`config.mk`:
```
export PLATFORM = sky130hd
export DESIGN_NAME = cpi_host
export DESIGN_NICKNAME = d
export VERILOG_FILES = /design/src/rtl/cpi_pkg.sv /design/src/rtl/cpi_host.sv /design/src/rtl/cpi_seq_gen.sv /design/src/rtl/cpi_io_drv.sv
export SDC_FILE = /design/constraint.sdc
export NUM_CORES = 1
export LEC_CHECK = 0
export ABC_AREA = 1
export ABC_CLOCK_PERIOD_IN_PS = 3000
export BUFFER_PORTS_ARGS = -buffer_cell sky130_fd_sc_hd__buf_2
export CORE_MARGIN = 2
export CORE_UTILIZATION = 49
export DETAILED_ROUTE_END_ITERATION = 12
export HOLD_SLACK_MARGIN = 0.1
export PLACE_DENSITY = 0.74
export SLEW_MARGIN = 20
export SYNTH_ARGS = -nofsm -noshare
export SYNTH_HDL_FRONTEND = slang
export SYNTH_HIERARCHICAL = 1
export SYNTH_SLANG_ARGS = --single-unit
```
`constraint.sdc`:
```
create_clock -name clk -period 3 [get_ports clk]
set_clock_uncertainty 0.15 [all_clocks]
set_input_delay 0.45 -clock clk [delete_from_list [all_inputs] [get_ports clk]]
set_output_delay 0.45 -clock clk [all_outputs]
set_load 0.005 [all_outputs]
```
`src/rtl/cpi_pkg.sv`:
```
// package: constants and types for the cascaded interrupt controller init host
package cpi_pkg;

  // ********************************************************
  // device port map
  // ********************************************************
  localparam logic [15:0] PORT_M_LO = 16'h0020;
  localparam logic [15:0] PORT_M_HI = 16'h0021;
  localparam logic [15:0] PORT_S1_LO = 16'h00A0;
  localparam logic [15:0] PORT_S1_HI = 16'h00A1;
  localparam logic [15:0] PORT_S2_LO = 16'h0024;
  localparam logic [15:0] PORT_S2_HI = 16'h0025;
  localparam logic [15:0] ICR_ADDR = 16'h0D00;
  localparam logic [2:0][15:0] LO_PORTS = {PORT_S2_LO, PORT_S1_LO, PORT_M_LO};
  localparam logic [2:0][15:0] HI_PORTS = {PORT_S2_HI, PORT_S1_HI, PORT_M_HI};

  // ********************************************************
  // control word encodings
  // ********************************************************
  localparam logic [7:0] ICW1_BASE = 8'h10;
  localparam int ICW1_NEED_FOUR_BIT = 0;
  localparam int ICW1_SINGLE_BIT = 1;
  localparam int ICW1_LEVEL_BIT = 3;
  localparam int ICW3_SLAVE_ONE_BIT = 2;
  localparam int ICW3_SLAVE_TWO_BIT = 5;
  localparam logic [7:0] SLAVE_ONE_ATTACH = 8'h02;
  localparam logic [7:0] SLAVE_TWO_ATTACH = 8'h05;
  localparam logic [2:0][7:0] ATTACH_IDS = {SLAVE_TWO_ATTACH, SLAVE_ONE_ATTACH, 8'h00};
  localparam logic [7:0] ICW4_FIXED = 8'h01;
  localparam int ICW4_AUTO_END_OF_INTERRUPT_BIT = 1;
  localparam int ICW4_SPECIAL_FULLY_NESTED_BIT = 4;
  localparam logic [7:0] OCW2_SPECIFIC_EOI = 8'h60;
  localparam int ICR_M_GINT_BIT = 0;
  localparam int ICR_S1_GINT_BIT = 1;
  localparam logic [4:0] PCAT_M_VEC_HIGH = 5'h01;
  localparam logic [4:0] PCAT_S1_VEC_HIGH = 5'h0E;

  // sequence steps: words, mask, then eight eois
  localparam logic [3:0] STEP_ICW1 = 4'h0;
  localparam logic [3:0] STEP_ICW2 = 4'h1;
  localparam logic [3:0] STEP_ICW3 = 4'h2;
  localparam logic [3:0] STEP_ICW4 = 4'h3;
  localparam logic [3:0] STEP_MASK = 4'h4;
  localparam logic [3:0] STEP_EOI0 = 4'h5;
  localparam logic [3:0] STEP_LAST = 4'hC;

  // ********************************************************
  // host register map
  // ********************************************************
  localparam logic [7:0] REG_CTRL = 8'h00;
  localparam logic [7:0] REG_CFG_M = 8'h04;
  localparam logic [7:0] REG_CFG_S1 = 8'h08;
  localparam logic [7:0] REG_CFG_S2 = 8'h0C;
  localparam logic [7:0] REG_OP = 8'h10;
  localparam logic [7:0] REG_STAT = 8'h14;
  localparam logic [7:0] REG_ICR = 8'h18;
  localparam logic [7:0] REG_MASK = 8'h1C;
  localparam int CTRL_START_BIT = 0;
  localparam int CTRL_PCAT_BIT = 1;
  localparam int CTRL_ICR_EN_BIT = 2;
  localparam int STAT_DROP_BIT = 2;
  localparam logic [15:0] CFG_RESET = 16'h0000;
  localparam logic [7:0] ICR_RESET = 8'h00;
  localparam logic [23:0] MASK_RESET = 24'hFF_FFFF;

  // ********************************************************
  // types
  // ********************************************************
  typedef struct packed {
    logic enable;
    logic slave_two_present;
    logic slave_one_present;
    logic special_fully_nested;
    logic auto_end_of_interrupt;
    logic need_four;
    logic single_controller_flag;
    logic level_trig;
    logic [4:0] vector_base_high;
    logic [2:0] vector_low_field;
  } cpi_cfg_s;

  typedef struct packed {
    logic wr;
    logic rd;
    logic mem;
    logic [15:0] addr;
    logic [7:0] data;
  } cpi_io_s;

  typedef enum logic [2:0] {ST_IDLE, ST_INIT, ST_ICR, ST_OP, ST_OP_WAIT} cpi_state_e;

endpackage : cpi_pkg

```
`src/rtl/cpi_host.sv`:
```
// module: host that initialises and operates three cascaded interrupt controllers
//
// The strobed register port is this design's own decision.
`timescale 1ns/1ns
module cpi_host (
  input wire logic clk,
  input wire logic sys_rst,
  input wire logic [7:0] reg_addr,
  input wire logic [31:0] reg_wdata,
  input wire logic reg_wr,
  input wire logic reg_rd,
  output logic [31:0] reg_rdata,
  output logic io_wr,
  output logic io_rd,
  output logic io_mem,
  output logic [15:0] io_addr,
  output logic [7:0] io_wdata,
  input wire logic [7:0] io_rdata
);
  import cpi_pkg::*;

  // ********************************************************
  // declarations
  // ********************************************************
  cpi_cfg_s [2:0] cfg_q;
  cpi_cfg_s [2:0] cfg_d;
  logic [7:0] icr_q;
  logic [7:0] icr_d;
  logic icr_en_q;
  logic icr_en_d;
  logic [23:0] mask_q;
  logic [23:0] mask_d;
  logic [11:0] op_q;
  logic [11:0] op_d;
  cpi_state_e state_q;
  cpi_state_e state_d;
  logic [1:0] ctl_q;
  logic [1:0] ctl_d;
  logic [3:0] step_q;
  logic [3:0] step_d;
  logic [2:0] ready_q;
  logic [2:0] ready_d;
  logic drop_q;
  logic drop_d;
  logic [31:0] rdata_q;

  cpi_io_s [2:0] seq_req;
  logic [2:0] seq_valid;
  logic [2:0] seq_last;
  cpi_io_s io_q;
  cpi_io_s op_req;
  cpi_io_s icr_req;
  cpi_io_s issue_req;
  logic issue;
  logic rd_valid;
  logic [7:0] rd_data;

  // ********************************************************
  // register bus decode
  // ********************************************************
  logic wr_ctrl;
  logic wr_op;
  logic wr_stat;
  logic wr_icr;
  logic wr_mask;
  logic [2:0] wr_cfg;
  logic busy;
  logic start_req;
  logic pcat_req;
  logic op_ok;
  logic [1:0] op_sel;
  logic op_upper;
  logic op_read;
  logic cur_enabled;
  logic [31:0] stat_word;
  logic [31:0] rd_mux;

  assign busy = (state_q != ST_IDLE);
  assign wr_ctrl = reg_wr && (reg_addr == REG_CTRL);
  assign wr_op = reg_wr && (reg_addr == REG_OP);
  assign wr_stat = reg_wr && (reg_addr == REG_STAT);
  assign wr_icr = reg_wr && (reg_addr == REG_ICR);
  assign wr_mask = reg_wr && (reg_addr == REG_MASK);
  assign wr_cfg[0] = reg_wr && (reg_addr == REG_CFG_M);
  assign wr_cfg[1] = reg_wr && (reg_addr == REG_CFG_S1);
  assign wr_cfg[2] = reg_wr && (reg_addr == REG_CFG_S2);
  assign start_req = wr_ctrl && reg_wdata[CTRL_START_BIT];
  assign pcat_req = wr_ctrl && reg_wdata[CTRL_PCAT_BIT];
  // config is frozen while a sequence runs, so a half-sent stream stays coherent
  assign op_ok = wr_op && !busy && (reg_wdata[9:8] != 2'b11);

  // ********************************************************
  // per-controller word generators
  // ********************************************************
  for (genvar g = 0; g < 3; g++) begin : gen_seq
    cpi_seq_gen #(
      .LO_PORT(LO_PORTS[g]),
      .HI_PORT(HI_PORTS[g]),
      .IS_MASTER(g == 0),
      .ATTACH_ID(ATTACH_IDS[g])
    ) u_seq (
      .cfg(cfg_q[g]),
      .mask(mask_q[8*g +: 8]),
      .step(step_q),
      .req(seq_req[g]),
      .req_valid(seq_valid[g]),
      .last(seq_last[g])
    );
  end

  // ********************************************************
  // single operation: mask access on upper, op words on lower
  // ********************************************************
  assign op_sel = op_q[9:8];
  assign op_upper = op_q[10];
  assign op_read = op_q[11];
  assign op_req = '{wr: !op_read, rd: op_read, mem: 1'b0,
                    addr: (op_upper ? HI_PORTS[op_sel] : LO_PORTS[op_sel]),
                    data: op_q[7:0]};
  // global trigger-mode bits live in the memory-mapped control register
  assign icr_req = '{wr: 1'b1, rd: 1'b0, mem: 1'b1, addr: ICR_ADDR, data: icr_q};
  assign cur_enabled = cfg_q[ctl_q].enable;
  assign issue = ((state_q == ST_INIT) && cur_enabled && seq_valid[ctl_q])
               || (state_q == ST_ICR) || (state_q == ST_OP);
  assign issue_req = (state_q == ST_INIT) ? seq_req[ctl_q] :
                     (state_q == ST_ICR) ? icr_req : op_req;

  // ********************************************************
  // sequencer
  // ********************************************************
  always_comb begin
    state_d = state_q;
    ctl_d = ctl_q;
    step_d = step_q;
    ready_d = ready_q;
    case (state_q)
      ST_IDLE: begin
        if (start_req) begin
          state_d = ST_INIT;
          ctl_d = 2'd0;
          step_d = STEP_ICW1;
          ready_d = 3'b000;
        end else if (op_ok) begin
          state_d = ST_OP;
        end
      end
      ST_INIT: begin
        // skipped controllers and absent words cost one idle cycle each
        if (!cur_enabled || seq_last[ctl_q]) begin
          ready_d[ctl_q] = cur_enabled;
          step_d = STEP_ICW1;
          if (ctl_q == 2'd2) begin
            state_d = icr_en_q ? ST_ICR : ST_IDLE;
          end else begin
            ctl_d = ctl_q + 2'd1;
          end
        end else begin
          step_d = step_q + 4'd1;
        end
      end
      ST_ICR: begin
        state_d = ST_IDLE;
      end
      ST_OP: begin
        state_d = op_read ? ST_OP_WAIT : ST_IDLE;
      end
      ST_OP_WAIT: begin
        if (rd_valid) begin
          state_d = ST_IDLE;
        end
      end
      default: begin
        state_d = ST_IDLE;
      end
    endcase
  end

  // ********************************************************
  // software registers
  // ********************************************************
  always_comb begin
    cfg_d = cfg_q;
    icr_d = icr_q;
    icr_en_d = icr_en_q;
    mask_d = mask_q;
    op_d = op_q;
    if (!busy) begin
      for (int i = 0; i < 3; i++) begin
        if (wr_cfg[i]) begin
          cfg_d[i] = cpi_cfg_s'(reg_wdata[15:0]);
        end
      end
      if (wr_icr) begin
        icr_d = reg_wdata[7:0];
      end
      if (wr_mask) begin
        mask_d = reg_wdata[23:0];
      end
      if (wr_ctrl) begin
        icr_en_d = reg_wdata[CTRL_ICR_EN_BIT];
      end
      if (pcat_req) begin
        // cascaded master with slave one, slave two bypassed to input five
        cfg_d[0] = '{enable: 1'b1, slave_two_present: 1'b0, slave_one_present: 1'b1,
                     special_fully_nested: 1'b0, auto_end_of_interrupt: 1'b0,
                     need_four: 1'b1, single_controller_flag: 1'b0, level_trig: 1'b0,
                     vector_base_high: PCAT_M_VEC_HIGH, vector_low_field: 3'b000};
        cfg_d[1] = '{enable: 1'b1, slave_two_present: 1'b0, slave_one_present: 1'b0,
                     special_fully_nested: 1'b0, auto_end_of_interrupt: 1'b0,
                     need_four: 1'b1, single_controller_flag: 1'b0, level_trig: 1'b0,
                     vector_base_high: PCAT_S1_VEC_HIGH, vector_low_field: 3'b000};
        cfg_d[2] = CFG_RESET;
        icr_d = icr_q | (8'h01 << ICR_M_GINT_BIT) | (8'h01 << ICR_S1_GINT_BIT);
        icr_en_d = 1'b1;
      end
      if (op_ok) begin
        op_d = reg_wdata[11:0];
      end
    end
  end

  // sticky refusal flag; a new refusal beats a same-cycle clear
  assign drop_d = ((wr_op || wr_ctrl || (|wr_cfg) || wr_icr || wr_mask) && busy)
                || (wr_op && !busy && (reg_wdata[9:8] == 2'b11))
                || (drop_q && !(wr_stat && reg_wdata[STAT_DROP_BIT]));

  always_ff @(posedge clk) begin
    if (sys_rst) begin
      state_q <= ST_IDLE;
      ctl_q <= 2'd0;
      step_q <= STEP_ICW1;
      ready_q <= 3'b000;
      drop_q <= 1'b0;
    end else begin
      state_q <= state_d;
      ctl_q <= ctl_d;
      step_q <= step_d;
      ready_q <= ready_d;
      drop_q <= drop_d;
    end
  end

  always_ff @(posedge clk) begin
    if (sys_rst) begin
      cfg_q <= {3{CFG_RESET}};
      icr_q <= ICR_RESET;
      icr_en_q <= 1'b0;
      mask_q <= MASK_RESET;
      op_q <= 12'h000;
    end else begin
      cfg_q <= cfg_d;
      icr_q <= icr_d;
      icr_en_q <= icr_en_d;
      mask_q <= mask_d;
      op_q <= op_d;
    end
  end

  // ********************************************************
  // device port driver
  // ********************************************************
  cpi_io_drv u_drv (
    .clk(clk),
    .sys_rst(sys_rst),
    .issue(issue),
    .req(issue_req),
    .io_rdata(io_rdata),
    .io_q(io_q),
    .rd_valid(rd_valid),
    .rd_data(rd_data)
  );

  assign io_wr = io_q.wr;
  assign io_rd = io_q.rd;
  assign io_mem = io_q.mem;
  assign io_addr = io_q.addr;
  assign io_wdata = io_q.data;

  // ********************************************************
  // read-back, one cycle after the strobe
  // ********************************************************
  assign stat_word = {13'h0000, ready_q, rd_data, 4'h0, 1'b0,
                      drop_q, (ready_q[0] && !busy), busy};
  assign rd_mux = (reg_addr == REG_CTRL) ? {29'h0000_0000, icr_en_q, 2'b00} :
                  (reg_addr == REG_CFG_M) ? {16'h0000, cfg_q[0]} :
                  (reg_addr == REG_CFG_S1) ? {16'h0000, cfg_q[1]} :
                  (reg_addr == REG_CFG_S2) ? {16'h0000, cfg_q[2]} :
                  (reg_addr == REG_OP) ? {20'h0_0000, op_q} :
                  (reg_addr == REG_STAT) ? stat_word :
                  (reg_addr == REG_ICR) ? {24'h00_0000, icr_q} :
                  (reg_addr == REG_MASK) ? {8'h00, mask_q} : 32'h0000_0000;

  always_ff @(posedge clk) begin
    if (sys_rst) begin
      rdata_q <= 32'h0000_0000;
    end else begin
      rdata_q <= reg_rd ? rd_mux : 32'h0000_0000;
    end
  end

  assign reg_rdata = rdata_q;

endmodule : cpi_host

```
`src/rtl/cpi_seq_gen.sv`:
```
// module: one controller's init word stream, one word per step
`timescale 1ns/1ns
module cpi_seq_gen #(
  parameter logic [15:0] LO_PORT = 16'h0020,
  parameter logic [15:0] HI_PORT = 16'h0021,
  parameter bit IS_MASTER = 1'b1,
  parameter logic [7:0] ATTACH_ID = 8'h00
) (
  input wire cpi_pkg::cpi_cfg_s cfg,
  input wire logic [7:0] mask,
  input wire logic [3:0] step,
  output cpi_pkg::cpi_io_s req,
  output logic req_valid,
  output logic last
);
  import cpi_pkg::*;

  // ********************************************************
  // word images
  // ********************************************************
  logic [7:0] icw1_w;
  logic [7:0] icw2_w;
  logic [7:0] icw3_w;
  logic [7:0] icw4_w;
  logic [7:0] eoi_w;
  logic [3:0] eoi_idx;
  logic upper;
  logic [7:0] data_w;

  // word one: restart plus three latched choices
  assign icw1_w = ICW1_BASE | (8'(cfg.level_trig) << ICW1_LEVEL_BIT)
                | (8'(cfg.single_controller_flag) << ICW1_SINGLE_BIT)
                | (8'(cfg.need_four) << ICW1_NEED_FOUR_BIT);
  assign icw2_w = {cfg.vector_base_high, cfg.vector_low_field};
  // master lists cascaded inputs, slave gives its attach point
  assign icw3_w = IS_MASTER ?
                  ((8'(cfg.slave_one_present) << ICW3_SLAVE_ONE_BIT)
                  | (8'(cfg.slave_two_present) << ICW3_SLAVE_TWO_BIT))
                  : ATTACH_ID;
  assign icw4_w = ICW4_FIXED | (8'(cfg.auto_end_of_interrupt) << ICW4_AUTO_END_OF_INTERRUPT_BIT)
                | (8'(cfg.special_fully_nested) << ICW4_SPECIAL_FULLY_NESTED_BIT);
  assign eoi_idx = step - STEP_EOI0;
  assign eoi_w = OCW2_SPECIFIC_EOI | {5'h00, eoi_idx[2:0]};

  // ********************************************************
  // step decode: skipped words report not valid
  // ********************************************************
  assign req_valid = (step == STEP_ICW3) ? !cfg.single_controller_flag :
                     (step == STEP_ICW4) ? cfg.need_four :
                     (step <= STEP_LAST);
  assign upper = (step != STEP_ICW1) && (step <= STEP_MASK);
  assign data_w = (step == STEP_ICW1) ? icw1_w :
                  (step == STEP_ICW2) ? icw2_w :
                  (step == STEP_ICW3) ? icw3_w :
                  (step == STEP_ICW4) ? icw4_w :
                  (step == STEP_MASK) ? mask : eoi_w;
  assign req = '{wr: 1'b1, rd: 1'b0, mem: 1'b0,
                 addr: (upper ? HI_PORT : LO_PORT), data: data_w};
  assign last = (step == STEP_LAST);

endmodule : cpi_seq_gen

```
`src/rtl/cpi_io_drv.sv`:
```
// module: registered device port cycles and read capture
`timescale 1ns/1ns
module cpi_io_drv (
  input wire logic clk,
  input wire logic sys_rst,
  input wire logic issue,
  input wire cpi_pkg::cpi_io_s req,
  input wire logic [7:0] io_rdata,
  output cpi_pkg::cpi_io_s io_q,
  output logic rd_valid,
  output logic [7:0] rd_data
);
  import cpi_pkg::*;

  logic rd_wait_q;
  logic rd_valid_q;
  logic [7:0] rd_data_q;

  // each request drives the pins for exactly one cycle; back-to-back requests keep io_wr high
  always_ff @(posedge clk) begin
    if (sys_rst) begin
      io_q <= '0;
    end else begin
      io_q <= issue ? req : '0;
    end
  end

  // device answers the cycle after the strobe; capture then
  always_ff @(posedge clk) begin
    if (sys_rst) begin
      rd_wait_q <= 1'b0;
      rd_valid_q <= 1'b0;
      rd_data_q <= 8'h00;
    end else begin
      rd_wait_q <= io_q.rd;
      rd_valid_q <= rd_wait_q;
      if (rd_wait_q) begin
        rd_data_q <= io_rdata;
      end
    end
  end

  assign rd_valid = rd_valid_q;
  assign rd_data = rd_data_q;

endmodule : cpi_io_drv

```
==> results of run 1 <==
## tightest hold or removal path: cells and delay by family
family        cells  cell delay, ps
buf+inv           1             100
simple gates      2             110
## worst max path at each step
stage                startpoint        endpoint  slack (ps)  cells past startpoint
finish                step_q[1]  u_drv/io_q[24]         350                     11
detailed placement    step_q[1]  u_drv/io_q[25]         430                     11
floorplan             step_q[0]   u_drv/io_q[0]         690                     12
CTS                   step_q[1]  u_drv/io_q[24]         410                     11
global placement    reg_addr[7]        icr_q[6]         500                     14
global route          step_q[1]      state_q[0]         170                     13
## routing by layer
| layer | track usage, % | up-vias | share of wire, % |
|---|---|---|---|
| met5 | 0 | - | 0 |
| met4 | 11.0 | 0 | 3.4 |
| met3 | 6.39 | 55 | 7.8 |
| met2 | 46.0 | 347 | 45 |
| met1 | 40.1 | 4378 | 44 |
| li1 | - | 4716 | - |
## sequential cells by signal (all words and copies together) (netlist names), 4 cells and up
name / flops
u_drv/rd_data: 8
u_drv/io_q: 27
step_q: 4
op_q: 12
icr_q: 8
cfg_q: 48
mask_q: 24
reg_rdata: 24
## area by class of cell
type / count / area (um2) / area share [%]
tap: 265 / 332 / 3.07
timing repair buffer: 133 / 808 / 7.49
clock buffer: 19 / 433 / 4.01
sequential: 167 / 3340 / 31.0
inverter: 165 / 626 / 5.80
clock inverter: 12 / 168 / 1.55
multi-input combinational: 1079 / 5080 / 47.1
## Yosys cell counts (2+ instances only)
| master | n | share of area (%) |
|---|---|---|
| nand2_4 | 3 | 0.35 |
| buf_4 | 66 | 5.1 |
| nand2_2 | 7 | 0.45 |
| conb_1 | 7 | 0.27 |
| inv_1 | 150 | 5.8 |
| or2_2 | 10 | 0.65 |
| o211ai_1 | 23 | 1.8 |
| inv_2 | 11 | 0.43 |
| a31oi_1 | 8 | 0.52 |
| a21oi_4 | 2 | 0.34 |
| buf_2 | 16 | 0.83 |
| a32o_1 | 2 | 0.21 |
| nor2_8 | 2 | 0.41 |
| o21ai_1 | 5 | 0.26 |
| buf_6 | 6 | 0.70 |
| a21oi_2 | 2 | 0.18 |
| inv_4 | 2 | 0.13 |
| a21oi_1 | 78 | 4.0 |
| nor2_4 | 9 | 1.1 |
| nand3_1 | 67 | 3.5 |
| o21ai_0 | 133 | 6.9 |
| or2_0 | 2 | 0.13 |
| nor2_2 | 22 | 1.4 |
| o21ai_2 | 4 | 0.36 |
| a31o_2 | 2 | 0.18 |
| ha_1 | 16 | 2.1 |
| nand2_1 | 353 | 14 |
| dfxtp_1 | 167 | 35 |
| nand4_1 | 13 | 0.84 |
| nor3_1 | 8 | 0.41 |
| buf_1 | 3 | 0.12 |
| a22oi_1 | 6 | 0.47 |
| clkbuf_1 | 30 | 1.2 |
| nor2_1 | 231 | 9.0 |
## through the flow
step / std cells / hold slack, ps / cell area (um2)
after floorplan: 1535 / 270 / 9860
after global placement: 1801 / 296 / 10100
after detailed placement: 1801 / 297 / 10100
after CTS: 1840 / 100 / 10800
after global routing: 1840 / 117 / 10800
final: 1840 / 110 / 10800
## logic make-up (layout without fill, tap and decap cells)
group | after synthesis | count (layout)
compound gates | 270 | 270
buf+inv | 289 | 329
simple gates | 730 | 730
other cells | 7 | 62
fa+ha+maj | 16 | 16
flops | 167 | 167
xor+xnor | 1 | 1
## layout by cell type (no fill, tap or decap), drive strengths merged
master | netlist | final
o31a | 1 | 1
nand4 | 13 | 13
nor3 | 9 | 9
a31oi | 8 | 8
xor2 | 1 | 1
clkinvlp | 0 | 3
nand2 | 364 | 364
nand3 | 68 | 68
o22ai | 1 | 1
ha | 16 | 16
o211a | 1 | 1
a21oi | 82 | 82
bufinv | 0 | 3
a22oi | 6 | 6
dfxtp | 167 | 167
buf | 93 | 125
conb | 7 | 62
a21o | 1 | 1
a31o | 2 | 2
nor2 | 264 | 264
a32o | 2 | 2
clkinv | 2 | 3
dlygate4sd3 | 0 | 8
or2 | 12 | 12
o21ai | 142 | 142
inv | 163 | 168
clkbuf | 31 | 19
a211oi | 1 | 1
o211ai | 23 | 23
## report_power, final
part | total, mW | internal [mW] | leakage, nW | switching, mW
sequential | 2.24 | 2.23 | 1.35 | 0.0138
combinational | 0.635 | 0.193 | 3.49 | 0.442
clock | 2.30 | 1.32 | 0.283 | 0.974
## what timing repair did
item	in CTS	in global routing
resized for setup	0	0
hold buffers	8	0
buffers inserted	0	0
endpoints found under the hold margin	8	0
==> results.json, run 1 <==
{
  "status": "finished clean",
  "setup_viol": 0,
  "crit_chain": "inv_1 -> ha_1 -> inv_1 -> nand3_1 -> o211ai_1 -> o21ai_0 -> o21ai_0 -> o21ai_0 -> a31o_2 -> nand2_8 -> nor2_1",
  "ys_ff_latch": 167,
  "synth_edf_count": 0,
  "drive_gt1_share_pct": 14.9,
  "die_area_um2": 20800,
  "post-route-drc-count": 0,
  "row_count": 51,
  "hp-class": "primary input to flip-flop",
  "min_period_ps": 2650,
  "grt_usage_pct": 29.5,
  "core-area_um2": 19400,
  "yosys_most_used_dff": "dfxtp_1",
  "p_per_area_nw_per_um2": 480,
  "synth_fa_ha_area_share_pct": 2.07,
  "pre_cts_slack_ps": 434,
  "crit_family": "compound AO/OA/AOI/OAI gates",
  "routabilityCongestion": 1.00,
  "cts_root_buf": "clkbuf_16",
  "yosysWarnings": 6,
  "crit_top_cell": "o21ai_0",
  "grt_start_max_net_pins": 59,
  "critPathKind": "flip-flop to flip-flop",
  "nets": 1631,
  "min_period_over_period_pct": 88.2,
  "wl_um": 29600,
  "holdCritStartpoint": "reg_wdata[14]",
  "synth-xor-area-share_pct": 0.0908,
  "syn_inst": 1480,
  "tightest_slew_ps": 881,
  "nFillCells": 1961,
  "dp_hpwl_um": 22100,
  "reg2regPathDepth": 11,
  "hold_end": "mask_q[14]",
  "clockBufferDepth": 2,
  "cp_slowest_cell": "dfxtp_1",
  "synth_compound_area_share_pct": 15.7,
  "cts_tree": "done",
  "synth_mux_area_share_pct": 0,
  "synth_top_family_by_area": "simple AND/OR/NAND/NOR gates",
  "antennaDiodeCount": 0,
  "vias": 9496,
  "area_delta_synth_final_pct": 11.8,
  "cts_made_buffers": 17,
  "htreeDepth": 4,
  "vdd_drop_max_mv": 0.350,
  "clock-sinks": 167,
  "hold_violations": 0,
  "critical_path_required_ps": 3170,
  "post_drt_via_cell_ratio": 5.16,
  "drtIter0Drc": 1085,
  "synth.distinct_cells": 48,
  "utilization_pct": 55.6,
  "critical_path_buf_inv_count": 2,
  "insertion_delay_ps": 440,
  "report.final.slew_viol_count": 0,
  "p_leak_nw": 5.12,
  "r2r_setup_slack_ps": 350,
  "cap_violations": 0,
  "wl_per_cell_um": 16.1,
  "end_kind": "flip-flop",
  "synth-seq-area-share_pct": 34.6,
  "grt_pass1_vias": 8447,
  "tns_ps": 0,
  "grt_pass1_wl_um": 46400,
  "path_clk_slew_ps": 70,
  "max-slew-margin-rel_pct": 41.3,
  "critical-path-max-stage-delay_ps": 630,
  "layout_setup_ws_ps": 354,
  "fmax_ghz": 0.378,
  "drtPass1Iterations": 6,
  "overflow": 0,
  "cp_max_fo": 27,
  "rsz0062_at_grt": "false",
  "startpoint_type": "flip-flop",
  "grt_antenna_before_repair": 0,
  "port_buffers": 94,
  "die_h_um": 144,
  "cp.arrival_ps": 2810,
  "fp.dieW_um": 144,
  "io_pins": 111,
  "async_flop_share_pct": 0,
  "netlist_area_um2": 9650,
  "synth_area_per_cell_um2": 6.52,
  "initial_core_util_pct": 49.7,
  "totalPowerFinal_mw": 5.18,
  "postRouteAntennaNets": 0,
  "whs_path_depth": 3,
  "timing.rr.end": "u_drv/io_q[24]",
  "r2r-start": "step_q[1]",
  "yosys.area_share.simple_pct": 32.4
}
Power figures use the tool's default switching activity.
==> inputs of run 2 (changes only) <==
--- a/config.mk
+++ b/config.mk
@@ -6,14 +6,13 @@
 export NUM_CORES = 1
 export LEC_CHECK = 0
 export ABC_AREA = 1
-export ABC_CLOCK_PERIOD_IN_PS = 3000
+export ABC_CLOCK_PERIOD_IN_PS = 2250
 export BUFFER_PORTS_ARGS = -buffer_cell sky130_fd_sc_hd__buf_2
 export CORE_MARGIN = 2
 export CORE_UTILIZATION = 49
 export DETAILED_ROUTE_END_ITERATION = 12
 export HOLD_SLACK_MARGIN = 0.1
-export PLACE_DENSITY = 0.74
-export SLEW_MARGIN = 20
+export PLACE_DENSITY = 0.76
 export SYNTH_ARGS = -nofsm -noshare
 export SYNTH_HDL_FRONTEND = slang
 export SYNTH_HIERARCHICAL = 1
==> constraint.sdc (replaced) <==
create_clock -name clk -period 2.25 [get_ports clk]
set_clock_uncertainty 0.15 [all_clocks]
set_input_delay 0.3375 -clock clk [delete_from_list [all_inputs] [get_ports clk]]
set_output_delay 0.3375 -clock clk [all_outputs]
set_load 0.005 [all_outputs]
==> run 2 against run 1 <==
Register-to-register slack worse by 200 ps. Non-clock buffer count is 75 higher. Flip-flop and latch count stayed put. Critical endpoint is now u_drv/io_q[6]. Largest cell class unchanged. Largest power group unchanged.
==> results.json, run 2 (synthesized netlist as in run 1, its figures left out) <==
{
  "status": "finished clean",
  "holdWs_ps": 110,
  "cp_max_fo": 6,
  "largest_reg_flops": 48,
  "htreeDepth": 4,
  "critPathKind": "flip-flop to flip-flop",
  "p_sw_mw": 2.00,
  "swShare_pct": 27.8,
  "drtIter0Drc": 1176,
  "dp_hpwl_um": 22800,
  "cts_made_buffers": 17,
  "io_pins": 111,
  "port_buffers": 94,
  "setup_viol": 0,
  "nFillCells": 1863,
  "p_per_area_nw_per_um2": 615,
  "routabilityCongestion": 1.03,
  "clockBufferDepth": 2,
  "fp.dieW_um": 144,
  "max-slew-margin-rel_pct": 48.8,
  "postRouteAntennaNets": 0,
  "path_clk_slew_ps": 70,
  "die_h_um": 144,
  "tns_ps": 0,
  "report.final.slew_viol_count": 0,
  "wl_per_cell_um": 16.3,
  "cp.arrival_ps": 2330,
  "placed_cell_area_um2": 10600,
  "nets": 1709,
  "utilization_pct": 60.3,
  "drive_gt1_share_pct": 18.4,
  "fin_area_um2": 11700,
  "cts_tree": "done",
  "hp-class": "primary input to flip-flop",
  "initial_core_util_pct": 49.7,
  "end_kind": "flip-flop",
  "startpoint_type": "flip-flop",
  "grt_usage_pct": 30.6,
  "row_count": 51,
  "post-route-drc-count": 0,
  "seq_area_um2": 3350,
  "fmax_ghz": 0.476,
  "wl_um": 31400,
  "rsz0062_at_grt": "true",
  "overflow": 0,
  "clock-sinks": 167,
  "top_regs": "cfg_q: 48 flops, u_drv/io_q: 27 flops",
  "insertion_delay_ps": 440,
  "vias": 10000,
  "min_period_over_period_pct": 93.4,
  "cts_root_buf": "clkbuf_16",
  "regMostFlops": "cfg_q",
  "grt_start_max_net_pins": 62,
  "p_comb_share_pct": 13.4,
  "grt_pass1_vias": 9075,
  "die_area_um2": 20800,
  "hold_violations": 0,
  "core-area_um2": 19400,
  "grt_pass1_wl_um": 48400,
  "layout_commonest_cell": "nand2_1",
  "power_frac_seq_pct": 41.6,
  "clkPwrFrac_pct": 45.1,
  "tightest_slew_ps": 768,
  "drtPass1Iterations": 6,
  "min_period_ps": 2100,
  "multiInputGateArea_um2": 5200,
  "final_cell_mix": "353 x nand2_1, 229 x nor2_1, 165 x dfxtp_1",
  "area_delta_synth_final_pct": 21.2,
  "grt_antenna_before_repair": 3,
  "cap_violations": 0,
  "post_drt_via_cell_ratio": 5.21,
  "critical_path_required_ps": 2480,
  "p_leak_nw": 5.55,
  "vdd_drop_max_mv": 0.538,
  "p_int_mw": 5.20
}
[run 2: cell count changes in the layout (fill, tap and decap cells not counted), moves of 5 or more]
cell,change
buf_4,+41
dlygate4sd3_1,+25
buf_12,+9
o21ai_0,-5
o21ai_1,+5
[run 2: layout make-up]
| cell class | instances | share of cell area (%) |
|---|---|---|
| inverters | 165 | 5.35 |
| multi-input cells | 1082 | 44.5 |
| diodes | 2 | 0.0428 |
| repair buffers | 208 | 13.2 |
| clock buffers | 18 | 3.67 |
| flip-flops and latches | 167 | 28.6 |
| well taps | 265 | 2.83 |
| clock inverters | 14 | 1.75 |
[run 2: power groups by stage]
stage	Sequential (mW)	Combinational (mW)	Clock (mW)
floorplan	3.06	0.655	0
global placement	3.06	0.850	0
detailed placement	3.06	0.866	0
CTS	2.99	0.914	3.24
global route	2.99	1.09	3.37
finish	2.99	0.961	3.24
[run 2: what timing repair did]
item                                    4_1_cts  5_1_grt
gates cloned                                  0        3
endpoints found under the hold margin        40        0
resized for setup                             1       26
pin swaps                                     0       13
hold buffers                                 33        0
setup buffers                                 0        1
endpoints found under the setup margin        8       31
[run 2: critical path, cell delays in order, from the launching register on]
cell and delay, ps:
dfxtp_4 370, buf_4 150, ha_1 190, buf_4 150
o21ai_4 160, nand3_1 110, a21oi_1 140, nor2_1 50
nor2_1 90, o21ai_0 110, a22oi_1 210, inv_1 70
nor2_2 90
[run 2: worst paths after layout]
kind / from / endpoint / slack [ps] / cells past startpoint
max reg2reg: step_q[1] / u_drv/io_q[6] / 150 / 12
min reg2reg: u_drv/io_q[25] / u_drv/rd_wait_q / 300 / 2
max: step_q[1] / u_drv/io_q[6] / 150 / 12
min: reg_wdata[0] / mask_q[0] / 110 / 3
[run 2: routing by layer]
metal | track usage, % | routed length, um | vias up
met4 | 11.2 | 1030 | 0
met1 | 41.1 | 12800 | 4531
met5 | 0 | 0 | -
met3 | 4.77 | 3140 | 91
li1 | - | - | 4878
met2 | 49.8 | 14400 | 501
[run 2: stage by stage]
step	instances	total power [mW]	setup WS (ps)
after floorplan	1535	3.71	35.9
after global placement	1850	3.91	31.0
after detailed placement	1850	3.93	-16.2
after CTS	1915	7.15	82.0
after global routing	1919	7.44	-1.30
final	1921	7.19	149
